$ cat config.mk
export PLATFORM = sky130hd
export DESIGN_NAME = irq_event_status
export DESIGN_NICKNAME = d
export VERILOG_FILES = /design/src/pkg/irq_status_pkg.sv /design/src/irq_settle_timer.sv /design/src/irq_wake_timer.sv /design/src/irq_event_status.sv
export SDC_FILE = /design/constraint.sdc
export NUM_CORES = 1
export LEC_CHECK = 0
export ABC_AREA = 0
export BUFFER_PORTS_ARGS = -buffer_cell sky130_fd_sc_hd__buf_2
export CORE_MARGIN = 3
export CORE_UTILIZATION = 50
export DETAILED_ROUTE_END_ITERATION = 7
export PLACE_DENSITY = 0.76
export SYNTH_ARGS = -nofsm -noshare
export SYNTH_HDL_FRONTEND = slang
export SYNTH_SLANG_ARGS = --single-unit
export TNS_END_PERCENT = 10
$ cat constraint.sdc
create_clock -name pclk -period 4.3 [get_ports pclk]
set_input_delay 0 -clock pclk [delete_from_list [all_inputs] [get_ports pclk]]
set_output_delay 0 -clock pclk [all_outputs]
set_load 0.05 [all_outputs]
$ cat src/pkg/irq_status_pkg.sv
// Package: register map, field positions, reset values and timing for
// the host controller interrupt status block.
// Assumes a 100 MHz APB clock and 32-bit APB data.
package irq_status_pkg;

  // Register byte offsets
  localparam logic [11:0] STATUS_OFFSET  = 12'h310;
  localparam logic [11:0] ENABLE_OFFSET  = 12'h314;
  localparam logic [11:0] POWER_OFFSET   = 12'h318;
  localparam logic [11:0] WAKE_OFFSET    = 12'h31C;

  // Status and enable field positions
  localparam int ISO_BIT      = 9;
  localparam int ASYNC_BIT    = 8;
  localparam int PERIODIC_BIT = 7;
  localparam int CLOCK_BIT    = 6;
  localparam int SUSPEND_BIT  = 5;
  localparam int DMA_BIT      = 3;
  localparam int FRAME_BIT    = 1;
  localparam int RSVD_HI_BIT  = 2;
  localparam int RSVD_LO_BIT  = 0;

  localparam logic [31:0] EVENT_MASK   = 32'h0000_03EA;
  localparam logic [31:0] RSVD_ONE_MASK = 32'h0000_0005;

  // Reset values
  localparam logic [31:0] STATUS_RESET = 32'h0000_0000;
  localparam logic [31:0] ENABLE_RESET = 32'h0000_0000;
  localparam logic [15:0] WAKE_RESET   = 16'h03E8;
  localparam logic        GATE_RESET   = 1'b0;

  // Reserved bits 2 and 0 rise after this settling time
  localparam int SETTLE_NS     = 1000;
  localparam int CLK_PERIOD_NS = 10;
  localparam int SETTLE_CYCLES = (SETTLE_NS + CLK_PERIOD_NS - 1) / CLK_PERIOD_NS;

  // Wake tick: the wake field counts in microseconds
  localparam int WAKE_UNIT_NS     = 1000;
  localparam int WAKE_UNIT_CYCLES = WAKE_UNIT_NS / CLK_PERIOD_NS;

  // Hardware event strobes, one cycle each
  typedef struct packed {
    logic iso_done;
    logic async_done;
    logic periodic_done;
    logic clock_stable;
    logic suspend_entered;
    logic dma_finished;
    logic frame_start;
  } event_t;

  // APB request as seen by the slave
  typedef struct packed {
    logic        psel;
    logic        penable;
    logic        pwrite;
    logic [11:0] paddr;
    logic [31:0] pwdata;
  } apb_req_t;

  typedef enum logic [2:0] {
    WAKE_IDLE  = 3'b001,
    WAKE_AWAKE = 3'b010,
    WAKE_DONE  = 3'b100
  } wake_state_t;

endpackage

$ cat src/irq_settle_timer.sv
// Settling timer: raises done once a fixed cycle count has passed
// after reset release. Assumes pclk domain, async active-low reset.
`timescale 1ns/100ps
`default_nettype none
module irq_settle_timer
(
  input  wire logic pclk,
  input  wire logic presetn,
  output logic      done_q
);

  localparam int CW = 16;
  logic [CW-1:0] count_q;

  always_ff @(posedge pclk or negedge presetn)
  begin
    if (!presetn)
    begin
      count_q <= '0;
      done_q  <= 1'b0;
    end
    else if (!done_q)
    begin
      count_q <= count_q + 16'h0001;
      done_q  <= (count_q == CW'(irq_status_pkg::SETTLE_CYCLES - 1));
    end
  end

endmodule
`default_nettype wire

$ cat src/irq_wake_timer.sv
// Wake timer: after a service access during suspend, holds awake
// for the programmed number of microsecond ticks.
// Assumes pclk domain, async active-low reset.
`timescale 1ns/100ps
`default_nettype none
module irq_wake_timer
(
  input  wire logic        pclk,
  input  wire logic        presetn,
  input  wire logic        suspended,
  input  wire logic        access,
  input  wire logic [15:0] wake_time,
  output logic             awake_q
);

  irq_status_pkg::wake_state_t state_q;
  logic [15:0] ticks_q;
  logic [15:0] sub_q;

  always_ff @(posedge pclk or negedge presetn)
  begin
    if (!presetn)
    begin
      state_q <= irq_status_pkg::WAKE_IDLE;
      ticks_q <= '0;
      sub_q   <= '0;
      awake_q <= 1'b0;
    end
    else
    begin
      case (state_q)
        irq_status_pkg::WAKE_IDLE:
        begin
          if (suspended && access && wake_time != 16'h0000)
          begin
            state_q <= irq_status_pkg::WAKE_AWAKE;
            ticks_q <= wake_time;
            sub_q   <= '0;
            awake_q <= 1'b1;
          end
        end
        irq_status_pkg::WAKE_AWAKE:
        begin
          if (access)
          begin
            ticks_q <= wake_time;
            sub_q   <= '0;
          end
          else if (sub_q == 16'(irq_status_pkg::WAKE_UNIT_CYCLES - 1))
          begin
            sub_q <= '0;
            if (ticks_q == 16'h0001)
            begin
              state_q <= irq_status_pkg::WAKE_DONE;
              awake_q <= 1'b0;
            end
            ticks_q <= ticks_q - 16'h0001;
          end
          else
          begin
            sub_q <= sub_q + 16'h0001;
          end
        end
        irq_status_pkg::WAKE_DONE:
        begin
          state_q <= irq_status_pkg::WAKE_IDLE;
        end
        default:
        begin
          state_q <= irq_status_pkg::WAKE_IDLE;
          awake_q <= 1'b0;
        end
      endcase
    end
  end

endmodule
`default_nettype wire

$ cat src/irq_event_status.sv
// Interrupt status block: sticky event flags, enable mask, global gate,
// wake window and APB slave. Event strobes come from pclk logic.
// Notes on behaviour
// - Isochronous descriptor completion sets bit 9.
// - Asynchronous list descriptor completion sets bit 8.
// - Periodic interrupt descriptor completion sets bit 7.
// - Internal clocks stable sets bit 6.
// - Entry into suspend sets bit 5.
// - Access while suspended keeps device awake for programmed wake time.
// - DMA transfer completion sets bit 3.
// - Each start of frame sets bit 1.
// - Interrupt line asserted only for flags whose enable bit is set.
// - Reserved bits 2 and 0 read zero after reset, one shortly after.
// - Writing one clears a flag; writing zero leaves it.
// - Flags record regardless of global gate; gate affects only the line.
//
// Local design decision: the APB register port.
`timescale 1ns/100ps
`default_nettype none
module irq_event_status
(
  input  wire logic                   pclk,
  input  wire logic                   presetn,
  input  wire logic                   psel,
  input  wire logic                   penable,
  input  wire logic                   pwrite,
  input  wire logic [11:0]            paddr,
  input  wire logic [31:0]            pwdata,
  input  wire logic [3:0]             pstrb,
  output logic      [31:0]            prdata,
  output logic                        pready,
  output logic                        pslverr,
  input  wire irq_status_pkg::event_t events,
  input  wire logic                   suspended,
  output logic                        irq,
  output logic                        awake
);

  ////////////////////////////////////////////////////////////////////////
  // Decode

  function automatic logic [31:0] lane_mask(input logic [3:0] strb);
    lane_mask = {{8{strb[3]}}, {8{strb[2]}}, {8{strb[1]}}, {8{strb[0]}}};
  endfunction

  function automatic logic hit(input logic [11:0] addr, input logic [11:0] off);
    hit = (addr == off);
  endfunction

  irq_status_pkg::apb_req_t req;
  assign req = '{psel: psel, penable: penable, pwrite: pwrite,
                 paddr: paddr, pwdata: pwdata};

  logic access_phase;
  logic wr_en;
  logic rd_en;
  logic mapped;
  logic [31:0] wmask;
  assign access_phase = req.psel && req.penable && pready;
  assign wr_en = access_phase && req.pwrite;
  assign rd_en = access_phase && !req.pwrite;
  assign wmask = req.pwdata & lane_mask(pstrb);
  assign mapped = hit(req.paddr, irq_status_pkg::STATUS_OFFSET)
               || hit(req.paddr, irq_status_pkg::ENABLE_OFFSET)
               || hit(req.paddr, irq_status_pkg::POWER_OFFSET)
               || hit(req.paddr, irq_status_pkg::WAKE_OFFSET);

  ////////////////////////////////////////////////////////////////////////
  // Event flags

  function automatic logic sticky_next(input logic cur, input logic ev, input logic clr);
    sticky_next = ev || (cur && !clr);
  endfunction

  logic [31:0] clr_vec;
  logic [31:0] status_word;
  logic [31:0] status_d;
  logic [31:0] status_view;
  logic        settled;
  logic        iso_q;
  logic        iso_d;
  logic        async_q;
  logic        async_d;
  logic        periodic_q;
  logic        periodic_d;
  logic        clock_q;
  logic        clock_d;
  logic        suspend_q;
  logic        suspend_d;
  logic        dma_q;
  logic        dma_d;
  logic        frame_q;
  logic        frame_d;

  assign clr_vec = (wr_en && hit(req.paddr, irq_status_pkg::STATUS_OFFSET))
                   ? (wmask & irq_status_pkg::EVENT_MASK) : 32'h0000_0000;

  assign iso_d = sticky_next(iso_q, events.iso_done,
                             clr_vec[irq_status_pkg::ISO_BIT]);

  always_ff @(posedge pclk or negedge presetn)
  begin
    if (!presetn)
      iso_q <= irq_status_pkg::STATUS_RESET[irq_status_pkg::ISO_BIT];
    else
      iso_q <= iso_d;
  end

  assign async_d = sticky_next(async_q, events.async_done,
                               clr_vec[irq_status_pkg::ASYNC_BIT]);

  always_ff @(posedge pclk or negedge presetn)
  begin
    if (!presetn)
      async_q <= irq_status_pkg::STATUS_RESET[irq_status_pkg::ASYNC_BIT];
    else
      async_q <= async_d;
  end

  assign periodic_d = sticky_next(periodic_q, events.periodic_done,
                                  clr_vec[irq_status_pkg::PERIODIC_BIT]);

  always_ff @(posedge pclk or negedge presetn)
  begin
    if (!presetn)
      periodic_q <= irq_status_pkg::STATUS_RESET[irq_status_pkg::PERIODIC_BIT];
    else
      periodic_q <= periodic_d;
  end

  assign clock_d = sticky_next(clock_q, events.clock_stable,
                               clr_vec[irq_status_pkg::CLOCK_BIT]);

  always_ff @(posedge pclk or negedge presetn)
  begin
    if (!presetn)
      clock_q <= irq_status_pkg::STATUS_RESET[irq_status_pkg::CLOCK_BIT];
    else
      clock_q <= clock_d;
  end

  assign suspend_d = sticky_next(suspend_q, events.suspend_entered,
                                 clr_vec[irq_status_pkg::SUSPEND_BIT]);

  always_ff @(posedge pclk or negedge presetn)
  begin
    if (!presetn)
      suspend_q <= irq_status_pkg::STATUS_RESET[irq_status_pkg::SUSPEND_BIT];
    else
      suspend_q <= suspend_d;
  end

  assign dma_d = sticky_next(dma_q, events.dma_finished,
                             clr_vec[irq_status_pkg::DMA_BIT]);

  always_ff @(posedge pclk or negedge presetn)
  begin
    if (!presetn)
      dma_q <= irq_status_pkg::STATUS_RESET[irq_status_pkg::DMA_BIT];
    else
      dma_q <= dma_d;
  end

  assign frame_d = sticky_next(frame_q, events.frame_start,
                               clr_vec[irq_status_pkg::FRAME_BIT]);

  always_ff @(posedge pclk or negedge presetn)
  begin
    if (!presetn)
      frame_q <= irq_status_pkg::STATUS_RESET[irq_status_pkg::FRAME_BIT];
    else
      frame_q <= frame_d;
  end

  // Flags as one register word
  always_comb
  begin
    status_word = 32'h0000_0000;
    status_word[irq_status_pkg::ISO_BIT]      = iso_q;
    status_word[irq_status_pkg::ASYNC_BIT]    = async_q;
    status_word[irq_status_pkg::PERIODIC_BIT] = periodic_q;
    status_word[irq_status_pkg::CLOCK_BIT]    = clock_q;
    status_word[irq_status_pkg::SUSPEND_BIT]  = suspend_q;
    status_word[irq_status_pkg::DMA_BIT]      = dma_q;
    status_word[irq_status_pkg::FRAME_BIT]    = frame_q;
  end

  always_comb
  begin
    status_d = 32'h0000_0000;
    status_d[irq_status_pkg::ISO_BIT]      = iso_d;
    status_d[irq_status_pkg::ASYNC_BIT]    = async_d;
    status_d[irq_status_pkg::PERIODIC_BIT] = periodic_d;
    status_d[irq_status_pkg::CLOCK_BIT]    = clock_d;
    status_d[irq_status_pkg::SUSPEND_BIT]  = suspend_d;
    status_d[irq_status_pkg::DMA_BIT]      = dma_d;
    status_d[irq_status_pkg::FRAME_BIT]    = frame_d;
  end

  // reserved bits read one once settled
  assign status_view = status_word | (settled ? irq_status_pkg::RSVD_ONE_MASK : 32'h0000_0000);

  irq_settle_timer u_settle
  (
    .pclk    (pclk),
    .presetn (presetn),
    .done_q  (settled)
  );

  ////////////////////////////////////////////////////////////////////////
  // Enable, gate and wake time

  logic [31:0] enable_q;
  logic [31:0] enable_d;
  logic        gate_q;
  logic [15:0] wake_time_q;
  logic [15:0] wake_time_d;

  always_comb
  begin
    enable_d = enable_q;
    if (wr_en && hit(req.paddr, irq_status_pkg::ENABLE_OFFSET))
      enable_d = ((enable_q & ~lane_mask(pstrb)) | wmask) & irq_status_pkg::EVENT_MASK;
  end

  always_ff @(posedge pclk or negedge presetn)
  begin
    if (!presetn)
      enable_q <= irq_status_pkg::ENABLE_RESET;
    else
      enable_q <= enable_d;
  end

  always_ff @(posedge pclk or negedge presetn)
  begin
    if (!presetn)
      gate_q <= irq_status_pkg::GATE_RESET;
    else if (wr_en && hit(req.paddr, irq_status_pkg::POWER_OFFSET) && pstrb[0])
      gate_q <= req.pwdata[0];
  end

  always_comb
  begin
    wake_time_d = wake_time_q;
    if (wr_en && hit(req.paddr, irq_status_pkg::WAKE_OFFSET))
    begin
      if (pstrb[2])
        wake_time_d[7:0] = req.pwdata[23:16];
      if (pstrb[3])
        wake_time_d[15:8] = req.pwdata[31:24];
    end
  end

  always_ff @(posedge pclk or negedge presetn)
  begin
    if (!presetn)
      wake_time_q <= irq_status_pkg::WAKE_RESET;
    else
      wake_time_q <= wake_time_d;
  end

  ////////////////////////////////////////////////////////////////////////
  // Wake window

  logic awake_w;

  irq_wake_timer u_wake
  (
    .pclk      (pclk),
    .presetn   (presetn),
    .suspended (suspended),
    .access    (access_phase),
    .wake_time (wake_time_q),
    .awake_q   (awake_w)
  );

  always_ff @(posedge pclk or negedge presetn)
  begin
    if (!presetn)
      awake <= 1'b0;
    else
      awake <= awake_w;
  end

  ////////////////////////////////////////////////////////////////////////
  // Interrupt line

  always_ff @(posedge pclk or negedge presetn)
  begin
    if (!presetn)
      irq <= 1'b0;
    else
      irq <= gate_q && |(status_d & enable_q);
  end

  ////////////////////////////////////////////////////////////////////////
  // APB slave

  always_ff @(posedge pclk or negedge presetn)
  begin
    if (!presetn)
      pready <= 1'b0;
    else
      pready <= req.psel && !req.penable;
  end

  always_ff @(posedge pclk or negedge presetn)
  begin
    if (!presetn)
      pslverr <= 1'b0;
    else
      pslverr <= req.psel && !req.penable && !mapped;
  end

  always_ff @(posedge pclk or negedge presetn)
  begin
    if (!presetn)
      prdata <= 32'h0000_0000;
    else if (req.psel && !req.penable && !req.pwrite)
    begin
      if (hit(req.paddr, irq_status_pkg::STATUS_OFFSET))
        prdata <= status_view;
      else if (hit(req.paddr, irq_status_pkg::ENABLE_OFFSET))
        prdata <= enable_q;
      else if (hit(req.paddr, irq_status_pkg::POWER_OFFSET))
        prdata <= {31'h0000_0000, gate_q};
      else if (hit(req.paddr, irq_status_pkg::WAKE_OFFSET))
        prdata <= {wake_time_q, 16'h0000};
      else
        prdata <= 32'h0000_0000;
    end
    else if (rd_en)
      prdata <= prdata;
  end

endmodule
`default_nettype wire

==> impl_metrics.py, run 1 <==
metrics = {
    "yosys": {
        "yosys_warnings": 0,
        "ys_seq_elements": 113,
        "synth_async_sr_flop_share_pct": 100.0,
        "syn_area_per_cell_sq_um": 10.47,
        "synthFlopType": "dfrtp_1",
        "synth_edf_count": 0,
        "netlist_area_sq_um": 5456,
        "syn_inst": 521,
        "synthDistinctLibCells": 59,
        "ys_seq_area_share_pct": 51.98,
    },
    "final_layout": {
        "fin_area_sq_um": 7142,
        "fillers": 726,
        "layout_common_cells": "106 x dfrtp_1, 80 x buf_2, 50 x dlygate4sd3_1",
        "synthToLayoutAreaGrowth_pct": 30.89,
        "n_antenna_cell": 0,
        "final_nets": 718,
        "final_core_util_pct": 68.26,
        "layout_commonest_cell": "dfrtp_1",
        "layout-drive-gt1-share_pct": 23.57,
    },
    "detailed_routing": {
        "wl_met2_um": 7127,
        "drc": 0,
        "routed_via_density": 5.971,
        "met1_length_um": 6243,
        "wl_met3_um": 847,
        "top_layer_used": "met4",
        "first_pass_iters": 5,
        "wl_per_cell_um": 18.10,
        "antenna_left": 0,
        "wl_um": 14520,
        "first_iter_violations": 557,
        "route.vias.total": 4789,
    },
    "timing": {
        "fin_setup_tns_ns": 0,
        "finalCritPeriodShare_pct": 74.34,
        "fmax_ghz": 0.3128,
        "final_max_slew_viol_count": 0,
        "finClkSkew_ns": 0.006191,
        "fin_ws_ns": 1.103,
        "finalCriticalPeriod_ns": 3.197,
        "slew_headroom_pct": 22.48,
        "finalHoldViolCount": 0,
        "worst_slew_pin_slew_ns": 1.156,
        "whs_ns": 0.03540,
        "setup_violations": 0,
        "grt_setup_unrepaired": "no",
    },
    "critical_path": {
        "startpoint_type": "register",
        "cp-startpoint": "wake_time_q[11]",
        "cp.arrival_ns": 3.60,
        "critPathCaptureType": "register",
        "worstReg2RegStart": "wake_time_q[11]",
        "critPathKind": "register to register",
        "worstPathMaxFanout": 29,
        "cp_slowest_stage_delay_ns": 0.73,
        "cp_top_family": "simple AND/OR/NAND/NOR gates",
        "r2r_end": "u_wake.ticks_q[14]",
        "critical_path.endpoint": "u_wake.ticks_q[14]",
        "crit_required_ns": 4.71,
        "cp.depth": 6,
        "crit_chain": "nor4_1 -> nand4_1 -> a21o_1 -> inv_1 -> nor2_1 -> a22o_1",
        "r2r_cells": 6,
        "rrSetupSlack_ns": 1.10,
        "slowest_stage": "inv_1",
        "path_buf_inv": 1,
    },
    "cts": {
        "cts_buffers": 17,
        "htreeDepth": 4,
        "cts_tree": "done",
        "clk_pin_slew_ns": 0.06,
        "post_cts_resized": 0,
        "post-cts-setup-buffers": 0,
        "root_buffer": "clkbuf_8",
        "hold_buffers": 50,
        "clock_path_buffers": 2,
        "clock_sinks": 113,
        "clk_latency_ns": 0.52,
    },
    "floorplanning": {
        "initial_core_util_pct": 52.15,
        "core.rowCount": 37,
        "dieWidth_um": 110.5,
        "core-area_sq_um": 10460,
        "ios": 97,
        "die_h_um": 110.5,
        "dieArea_sq_um": 12200,
    },
    "placed_design": {
        "portBuffers": 81,
        "gp_congestion": 0.8596,
        "place_ws_ns": 1.292,
        "dp_hpwl_um": 9177,
        "dpl_cell_area_sq_um": 5943,
    },
    "grt": {
        "grt_max_degree": 69,
        "grt_pass1_wl_um": 24710,
        "first_global_vias": 5037,
        "overflow": 0,
        "antenna_found_initial": 0,
        "track_usage_pct": 24.71,
    },
    "worst_hold_path": {
        "hp-class": "input port to register",
    },
    "status": {
        "status": "complete, no violations",
    },
    "pwr": {
        "peakVddDrop_mv": 0.2692,
        "p_per_area_nw_per_um2": 396.9,
        "p_leak_uw": 0.003315,
    },
    "job": {
        "maxCapViolCount": 0,
    },
}
[Yosys cell counts (all sizes together) (5+ instances only)]
cell type  number  area, sq um
dfrtp         106         2653
nand2          45        168.9
o21ai          36        180.2
nor2           26        97.59
mux2           25        281.5
a22o           22        192.7
nor3           21        110.1
a21oi          20        100.1
nand3          20        100.1
buf            17        102.6
inv            17        63.81
nor4           13        87.58
a21o           11        82.58
clkbuf         11        41.29
xnor2          10        87.58
mux2i           9        90.09
o31ai           8        60.06
dfstp           7        183.9
or3             7        43.79
and3            6        37.54
nand2b          6        37.54
nand4           6        37.54
a41oi           5        43.79
xor2            5        43.79
[logic make-up (layout without fill, tap and decap cells)]
| group | count (synthesis) | count (layout) | synth area share [%] |
|---|---|---|---|
| other | 1 | 7 | 0.06873 |
| xor gates and xnor gates | 15 | 15 | 2.408 |
| muxes | 34 | 34 | 6.810 |
| DFF | 113 | 113 | 51.98 |
| AOI/OAI and AO/OA | 129 | 129 | 16.01 |
| and+or+nand+nor | 180 | 180 | 18.00 |
| buffers and inverters | 45 | 184 | 3.806 |
| adders and majority gates | 4 | 4 | 0.9173 |
[worst min-delay path by stage]
stage             start                    endpoint  cells past startpoint
2_1_floorplan   presetn  asynchronous set/reset pin                      0
3_3_place_gp    presetn                  prdata[19]                      1
5_1_grt        pstrb[0]                    register                      3
3_5_place_dp    presetn                  prdata[18]                      1
4_1_cts        pstrb[0]                    register                      3
6_report       pstrb[0]                    register                      3
[sequential cells by signal, indices dropped and copies added, names as in the netlist, 3 cells and up, named ones only]
name and flops:
u_wake.sub_q 16, u_settle.count_q 16, prdata 25, wake_time_q 16
u_wake.ticks_q 16, u_wake.state_q 3
[metal layers]
metal  global-route usage [%]  vias to the layer above
met2                    40.37                      190
met3                    6.795                       33
li1                         -                     2191
met5                        0                        -
met4                    8.867                        0
met1                    31.62                     2375
[layout make-up]
class	instances	area [sq um]	area share, %
Tap cell	136	170.2	2.383
Clock inverter	13	256.5	3.591
Sequential cell	113	2836	39.72
Clock buffer	19	441.7	6.184
Multi-Input combinational cell	369	2435	34.09
Inverter	17	63.81	0.8935
Timing Repair Buffer	135	938.4	13.14
[metrics by stage]
stage                     power, uW  instances
after global placement         1172        720
after CTS                      2846        802
final                          2834        802
after detailed placement       1174        720
after floorplan                1122        527
after global routing           2907        802
[tightest hold or removal path, stage by stage]
cell and delay, ns:
buf_2 0.12, nand2_1 0.21, mux2_2 0.20
[report_power, final]
part           internal, uW  leakage, uW  switching [uW]
clock                  1150     0.000334             500
combinational          49.2      0.00154            69.2
sequential             1070      0.00144            1.13
(Power assumes the default switching activity.)
==> run 2, diff against run 1 <==
==> constraint.sdc (replaced) <==
create_clock -name pclk -period 3.32 [get_ports pclk]
set_input_delay 0 -clock pclk [delete_from_list [all_inputs] [get_ports pclk]]
set_output_delay 0 -clock pclk [all_outputs]
set_load 0.05 [all_outputs]
==> run 2 against run 1 <==
Sequential power rose by 29%. Clock-buffer cell count up 2. Sequential share of layout area is 0.25 points higher. Highest routed layer unchanged. First-iteration DRC count down 22%. Wire length grew 0.45%. Die area is the same. Clock power increased by 16%. Cell count up 0.62%. Global-route usage fell by 0.51 points. Non-clock buffer count grew 5. Cell area is 0.61% lower.
==> impl_metrics.py, run 2 (synthesis results as in run 1) <==
metrics = {
    "status": {
        "status": "complete, no violations",
    },
    "floorplanning": {
        "dieWidth_um": 110.5,
        "die_h_um": 110.5,
        "ios": 97,
        "core-area_sq_um": 10460,
        "initial_core_util_pct": 52.15,
        "dieArea_sq_um": 12200,
        "core.rowCount": 37,
    },
    "timing": {
        "slew_headroom_pct": 19.53,
        "fmax_ghz": 0.3898,
        "finalHoldViolCount": 0,
        "fin_setup_tns_ns": 0,
        "grt_setup_unrepaired": "no",
        "final_max_slew_viol_count": 0,
        "finalCriticalPeriod_ns": 2.565,
        "finClkSkew_ns": 0.009156,
        "finalCritPeriodShare_pct": 77.26,
        "worst_slew_pin_slew_ns": 1.200,
        "setup_violations": 0,
    },
    "critical_path": {
        "startpoint_type": "input port",
        "critPathCaptureType": "register",
        "path_buf_inv": 3,
        "crit_chain": "dlygate4sd3_1 -> buf_2 -> nor2_1 -> dlygate4sd3_1 -> nand3_1 -> nor3_1 -> nand2_1 -> mux2_2",
        "slowest_stage": "dlygate4sd3_1",
        "cp-startpoint": "paddr[6]",
        "worstPathMaxFanout": 8,
        "cp.depth": 8,
        "cp_top_family": "simple AND/OR/NAND/NOR gates",
        "crit_required_ns": 3.72,
        "cpMostUsedCell": "dlygate4sd3_1",
        "r2r_cells": 6,
        "cp_slowest_stage_delay_ns": 0.61,
        "rrSetupSlack_ns": 0.82,
        "critical_path.endpoint": "wake_time_q[2]",
        "critPathKind": "input port to register",
        "cp.arrival_ns": 2.96,
        "r2r_end": "u_wake.ticks_q[9]",
        "worstReg2RegStart": "u_wake.sub_q[0]",
    },
    "placed_design": {
        "dp_hpwl_um": 9116,
        "gp_congestion": 0.8272,
        "dpl_cell_area_sq_um": 5981,
        "portBuffers": 81,
    },
    "final_layout": {
        "multi_input_area_sq_um": 2435,
        "layout-drive-gt1-share_pct": 23.55,
        "top_register": "prdata",
        "layout_common_cells": "106 x dfrtp_1, 80 x buf_2, 50 x dlygate4sd3_1",
        "largest_register_ffs": 25,
        "n_antenna_cell": 0,
        "layout_commonest_cell": "dfrtp_1",
        "final_nets": 723,
        "final_core_util_pct": 67.84,
        "fillers": 737,
        "synthToLayoutAreaGrowth_pct": 30.08,
        "fin_area_sq_um": 7098,
        "register_area_sq_um": 2836,
    },
    "detailed_routing": {
        "first_iter_violations": 436,
        "wl_per_cell_um": 18.07,
        "antenna_left": 0,
        "wl_um": 14590,
        "drc": 0,
        "route.vias.total": 4874,
        "first_pass_iters": 5,
        "routed_via_density": 6.040,
    },
    "cts": {
        "clk_latency_ns": 0.52,
        "cts_buffers": 17,
        "cts_tree": "done",
        "clock_sinks": 113,
        "root_buffer": "clkbuf_8",
        "htreeDepth": 4,
        "clock_path_buffers": 2,
        "post-cts-setup-buffers": 0,
        "clk_pin_slew_ns": 0.06,
    },
    "grt": {
        "track_usage_pct": 24.20,
        "antenna_found_initial": 0,
        "grt_max_degree": 89,
        "grt_pass1_wl_um": 24330,
        "first_global_vias": 4963,
        "overflow": 0,
    },
    "pwr": {
        "p_per_area_nw_per_um2": 485.3,
        "p_leak_uw": 0.003297,
        "p_total_uw": 3445,
        "peakVddDrop_mv": 0.2917,
    },
    "worst_hold_path": {
        "hold_depth": 3,
        "hp-class": "input port to register",
    },
    "job": {
        "maxCapViolCount": 0,
    },
}
-- run 2: cell count changes in the layout (fill, tap and decap cells not counted), sizes merged --
cell,before,now
clkinvlp,2,3
clkbuf,19,21
clkinv,4,3
bufinv,7,5
buf,85,90
-- run 2: power by group --
part | leakage (uW) | switching [uW] | internal (uW)
Sequential | 0.00144 | 1.33 | 1380
Combinational | 0.00156 | 91.3 | 64.6
Clock | 0.000292 | 618 | 1290
Total | 0.00330 | 711 | 2730
-- run 2: layout make-up --
class | instances | share of cell area [%]
clock inverters | 11 | 2.644
multi-input cells | 369 | 34.30
clock buffers | 21 | 6.046
inverters | 17 | 0.8990
repair buffers | 140 | 13.75
flip-flops and latches | 113 | 39.96
well taps | 136 | 2.397
-- run 2: metal layers --
metal,wire [um],vias up,global-route usage (%)
met3,811,33,5.863
met5,0,-,0
met4,295,0,8.949
met2,7308,201,40.05
li1,-,2197,-
met1,6170,2443,30.89
-- run 2: per-stage QoR --
stage / cells / setup WS, ns / hold WS (ns)
2_1_floorplan: 527 / 1.116 / -0.2956
3_3_place_gp: 725 / 0.9802 / 0.2027
3_5_place_dp: 725 / 0.8930 / 0.2118
4_1_cts: 807 / 0.8047 / 0.01468
5_1_grt: 807 / 0.6668 / 0.05938
6_report: 807 / 0.7548 / 0.06231
-- run 2: worst min path at each step --
stage	startpoint	end	slack (ns)
2_1_floorplan	presetn	asynchronous set/reset pin	-0.30
4_1_cts	pstrb[0]	register	0.01
3_3_place_gp	penable	pready	0.20
5_1_grt	pstrb[0]	register	0.06
6_report	pstrb[0]	register	0.06
3_5_place_dp	penable	pready	0.21
-- run 2: timing repair --
item	4_1_cts	5_1_grt
hold buffers	50	0
gates resized for setup	0	0
endpoints found under the hold margin	123	0
-- run 2: tightest hold or removal path, delay by kind of cell --
kind	cells	cell delay [ns]
buf+inv	1	0.11
mux	1	0.21
simple gates	1	0.23
==> run 3, diff against run 2 <==
==> constraint.sdc (replaced) <==
create_clock -name pclk -period 2.6 [get_ports pclk]
set_input_delay 0 -clock pclk [delete_from_list [all_inputs] [get_ports pclk]]
set_output_delay 0 -clock pclk [all_outputs]
set_load 0.05 [all_outputs]
==> run 3 against run 2 <==
The run now ends with DRC left. Combinational power up 29%. Highest routed layer unchanged. Sequential cell count unchanged. Wire length is 3.5% lower. Worst hold slack lost 0.037 ns. Utilization grew 0.77 points. Global-route usage decreased by 1.1 points. Largest cell class unchanged. Clock-buffer cell count grew 1. Clock power grew 27%. Cell count grew 0.87%. Via count decreased by 1.5%. Critical path type is now register to register.
==> impl_metrics.py, run 3 (synthesis results as in run 1) <==
metrics = {
    "placed_design": {
        "portBuffers": 81,
        "dpl_cell_area_sq_um": 6038,
        "gp_congestion": 0.8208,
        "dp_hpwl_um": 9069,
    },
    "detailed_routing": {
        "first_pass_iters": 8,
        "antenna_left": 0,
        "wl_um": 14070,
        "drc": 8,
        "route.vias.total": 4801,
        "wl_per_cell_um": 17.29,
        "first_iter_violations": 373,
        "routed_via_density": 5.898,
    },
    "final_layout": {
        "layout_commonest_cell": "dfrtp_1",
        "fillers": 745,
        "layout_common_cells": "106 x dfrtp_1, 80 x buf_2, 50 x dlygate4sd3_1",
        "layout-drive-gt1-share_pct": 24.63,
        "synthToLayoutAreaGrowth_pct": 31.55,
        "largest_register_ffs": 25,
        "top_register": "prdata",
        "fin_area_sq_um": 7178,
        "final_nets": 730,
        "n_antenna_cell": 0,
    },
    "timing": {
        "setup_violations": 0,
        "slew_headroom_pct": 59.50,
        "worst_slew_pin_slew_ns": 0.6028,
        "finClkSkew_ns": 0.008467,
        "fmax_ghz": 0.4592,
        "finalCriticalPeriod_ns": 2.178,
        "final_max_slew_viol_count": 0,
        "whs_ns": 0.02481,
        "fin_setup_tns_ns": 0,
        "finalCritPeriodShare_pct": 83.76,
        "finalHoldViolCount": 0,
        "grt_setup_unrepaired": "no",
    },
    "floorplanning": {
        "die_h_um": 110.5,
        "core-area_sq_um": 10460,
        "dieArea_sq_um": 12200,
        "ios": 97,
        "core.rowCount": 37,
        "initial_core_util_pct": 52.15,
        "dieWidth_um": 110.5,
    },
    "critical_path": {
        "startpoint_type": "register",
        "critPathCaptureType": "register",
        "crit_required_ns": 2.98,
        "critPathKind": "register to register",
        "worstPathMaxFanout": 9,
        "cp.arrival_ns": 2.56,
    },
    "pwr": {
        "seqPwrFrac_pct": 40.2,
        "p_total_uw": 4394,
        "combPwrFrac_pct": 4.6,
        "p_int_uw": 3476,
        "clockPowerShare_pct": 55.2,
        "peakVddDrop_mv": 0.3424,
        "swShare_pct": 20.88,
        "p_per_area_nw_per_um2": 612.1,
        "p_leak_uw": 0.003352,
        "p_switching_uw": 917.3,
    },
    "cts": {
        "root_buffer": "clkbuf_8",
        "clk_pin_slew_ns": 0.06,
        "post_cts_resized": 0,
        "clock_path_buffers": 2,
        "htreeDepth": 4,
        "cts_tree": "done",
        "clk_latency_ns": 0.52,
        "cts_buffers": 17,
        "clock_sinks": 113,
    },
    "grt": {
        "grt_max_degree": 82,
        "track_usage_pct": 23.11,
        "overflow": 0,
        "grt_util_met2_pct": 37.66,
        "use_met1_pct": 29.95,
        "grt_pass1_wl_um": 23320,
        "antenna_found_initial": 0,
        "grt_busiest_layer": "met2",
        "grt_use_met3_pct": 5.315,
        "first_global_vias": 4804,
    },
    "job": {
        "maxCapViolCount": 0,
    },
    "status": {
        "status": "finished, violations left",
        "violations": "DRC",
    },
    "worst_hold_path": {
        "hp-class": "input port to register",
    },
}
run 3: cell types whose count changed in the layout (fill, tap and decap cells not counted), sizes merged:
| cell | change |
|---|---|
| buf | +7 |
| bufinv | -1 |
| clkbuf | +1 |
| clkinv | +2 |
| clkinvlp | -2 |
run 3: final cells by class:
class,instances,area (sq um),share of cell area (%)
Clock buffer,22,462.9,6.449
Timing Repair Buffer,147,1054,14.68
Clock inverter,10,156.4,2.179
Sequential cell,113,2836,39.52
Tap cell,136,170.2,2.371
Inverter,17,63.81,0.8890
Multi-Input combinational cell,369,2435,33.92
run 3: metal layers:
layer	share of wire (%)	wire length, um
met4	2.7	379
met2	48	6802
met3	6.3	891
met1	43	6000
met5	0	0
run 3: stage by stage:
stage / instances / setup WS, ns / utilization (%)
6_report: 814 / 0.4223 / 68.61
5_1_grt: 814 / 0.2163 / 68.61
4_1_cts: 814 / 0.4657 / 68.61
3_5_place_dp: 731 / 0.5197 / 57.71
3_3_place_gp: 731 / 0.5027 / 57.71
2_1_floorplan: 527 / 0.3964 / -
run 3: power groups by stage:
stage,Combinational (uW),Clock (uW),Sequential [uW]
global route,220,2530,1760
CTS,200,2450,1760
floorplan,54.9,0,1800
finish,201,2430,1770
global placement,148,0,1790
detailed placement,151,0,1800
run 3: repair_timing:
item                                   in CTS  in global routing
hold buffers                               51                  0
buffers inserted                            0                  0
endpoints found under the hold margin     143                  0
run 3: path summary, 6_finish.rpt:
path                              startpoint                 to  slack, ns  cells past startpoint
max in group asynchronous            presetn     wake_time_q[8]       1.63                      4
min                                 pstrb[0]           register       0.02                      3
min reg2reg                   u_wake.awake_q              awake       0.44                      0
max                        u_wake.state_q[0]  u_wake.ticks_q[1]       0.42                      7
min in group asynchronous            presetn         prdata[19]       0.52                      4
max reg2reg                u_wake.state_q[0]  u_wake.ticks_q[1]       0.42                      7
run 3: critical path, cell delays in order, from the launching register on:
cell,delay [ns]
dfstp_2,0.55
nor4bb_1,0.29
and2_1,0.20
a21o_1,0.14
inv_1,0.09
buf_4,0.18
a2111oi_0,0.50
a21oi_1,0.08
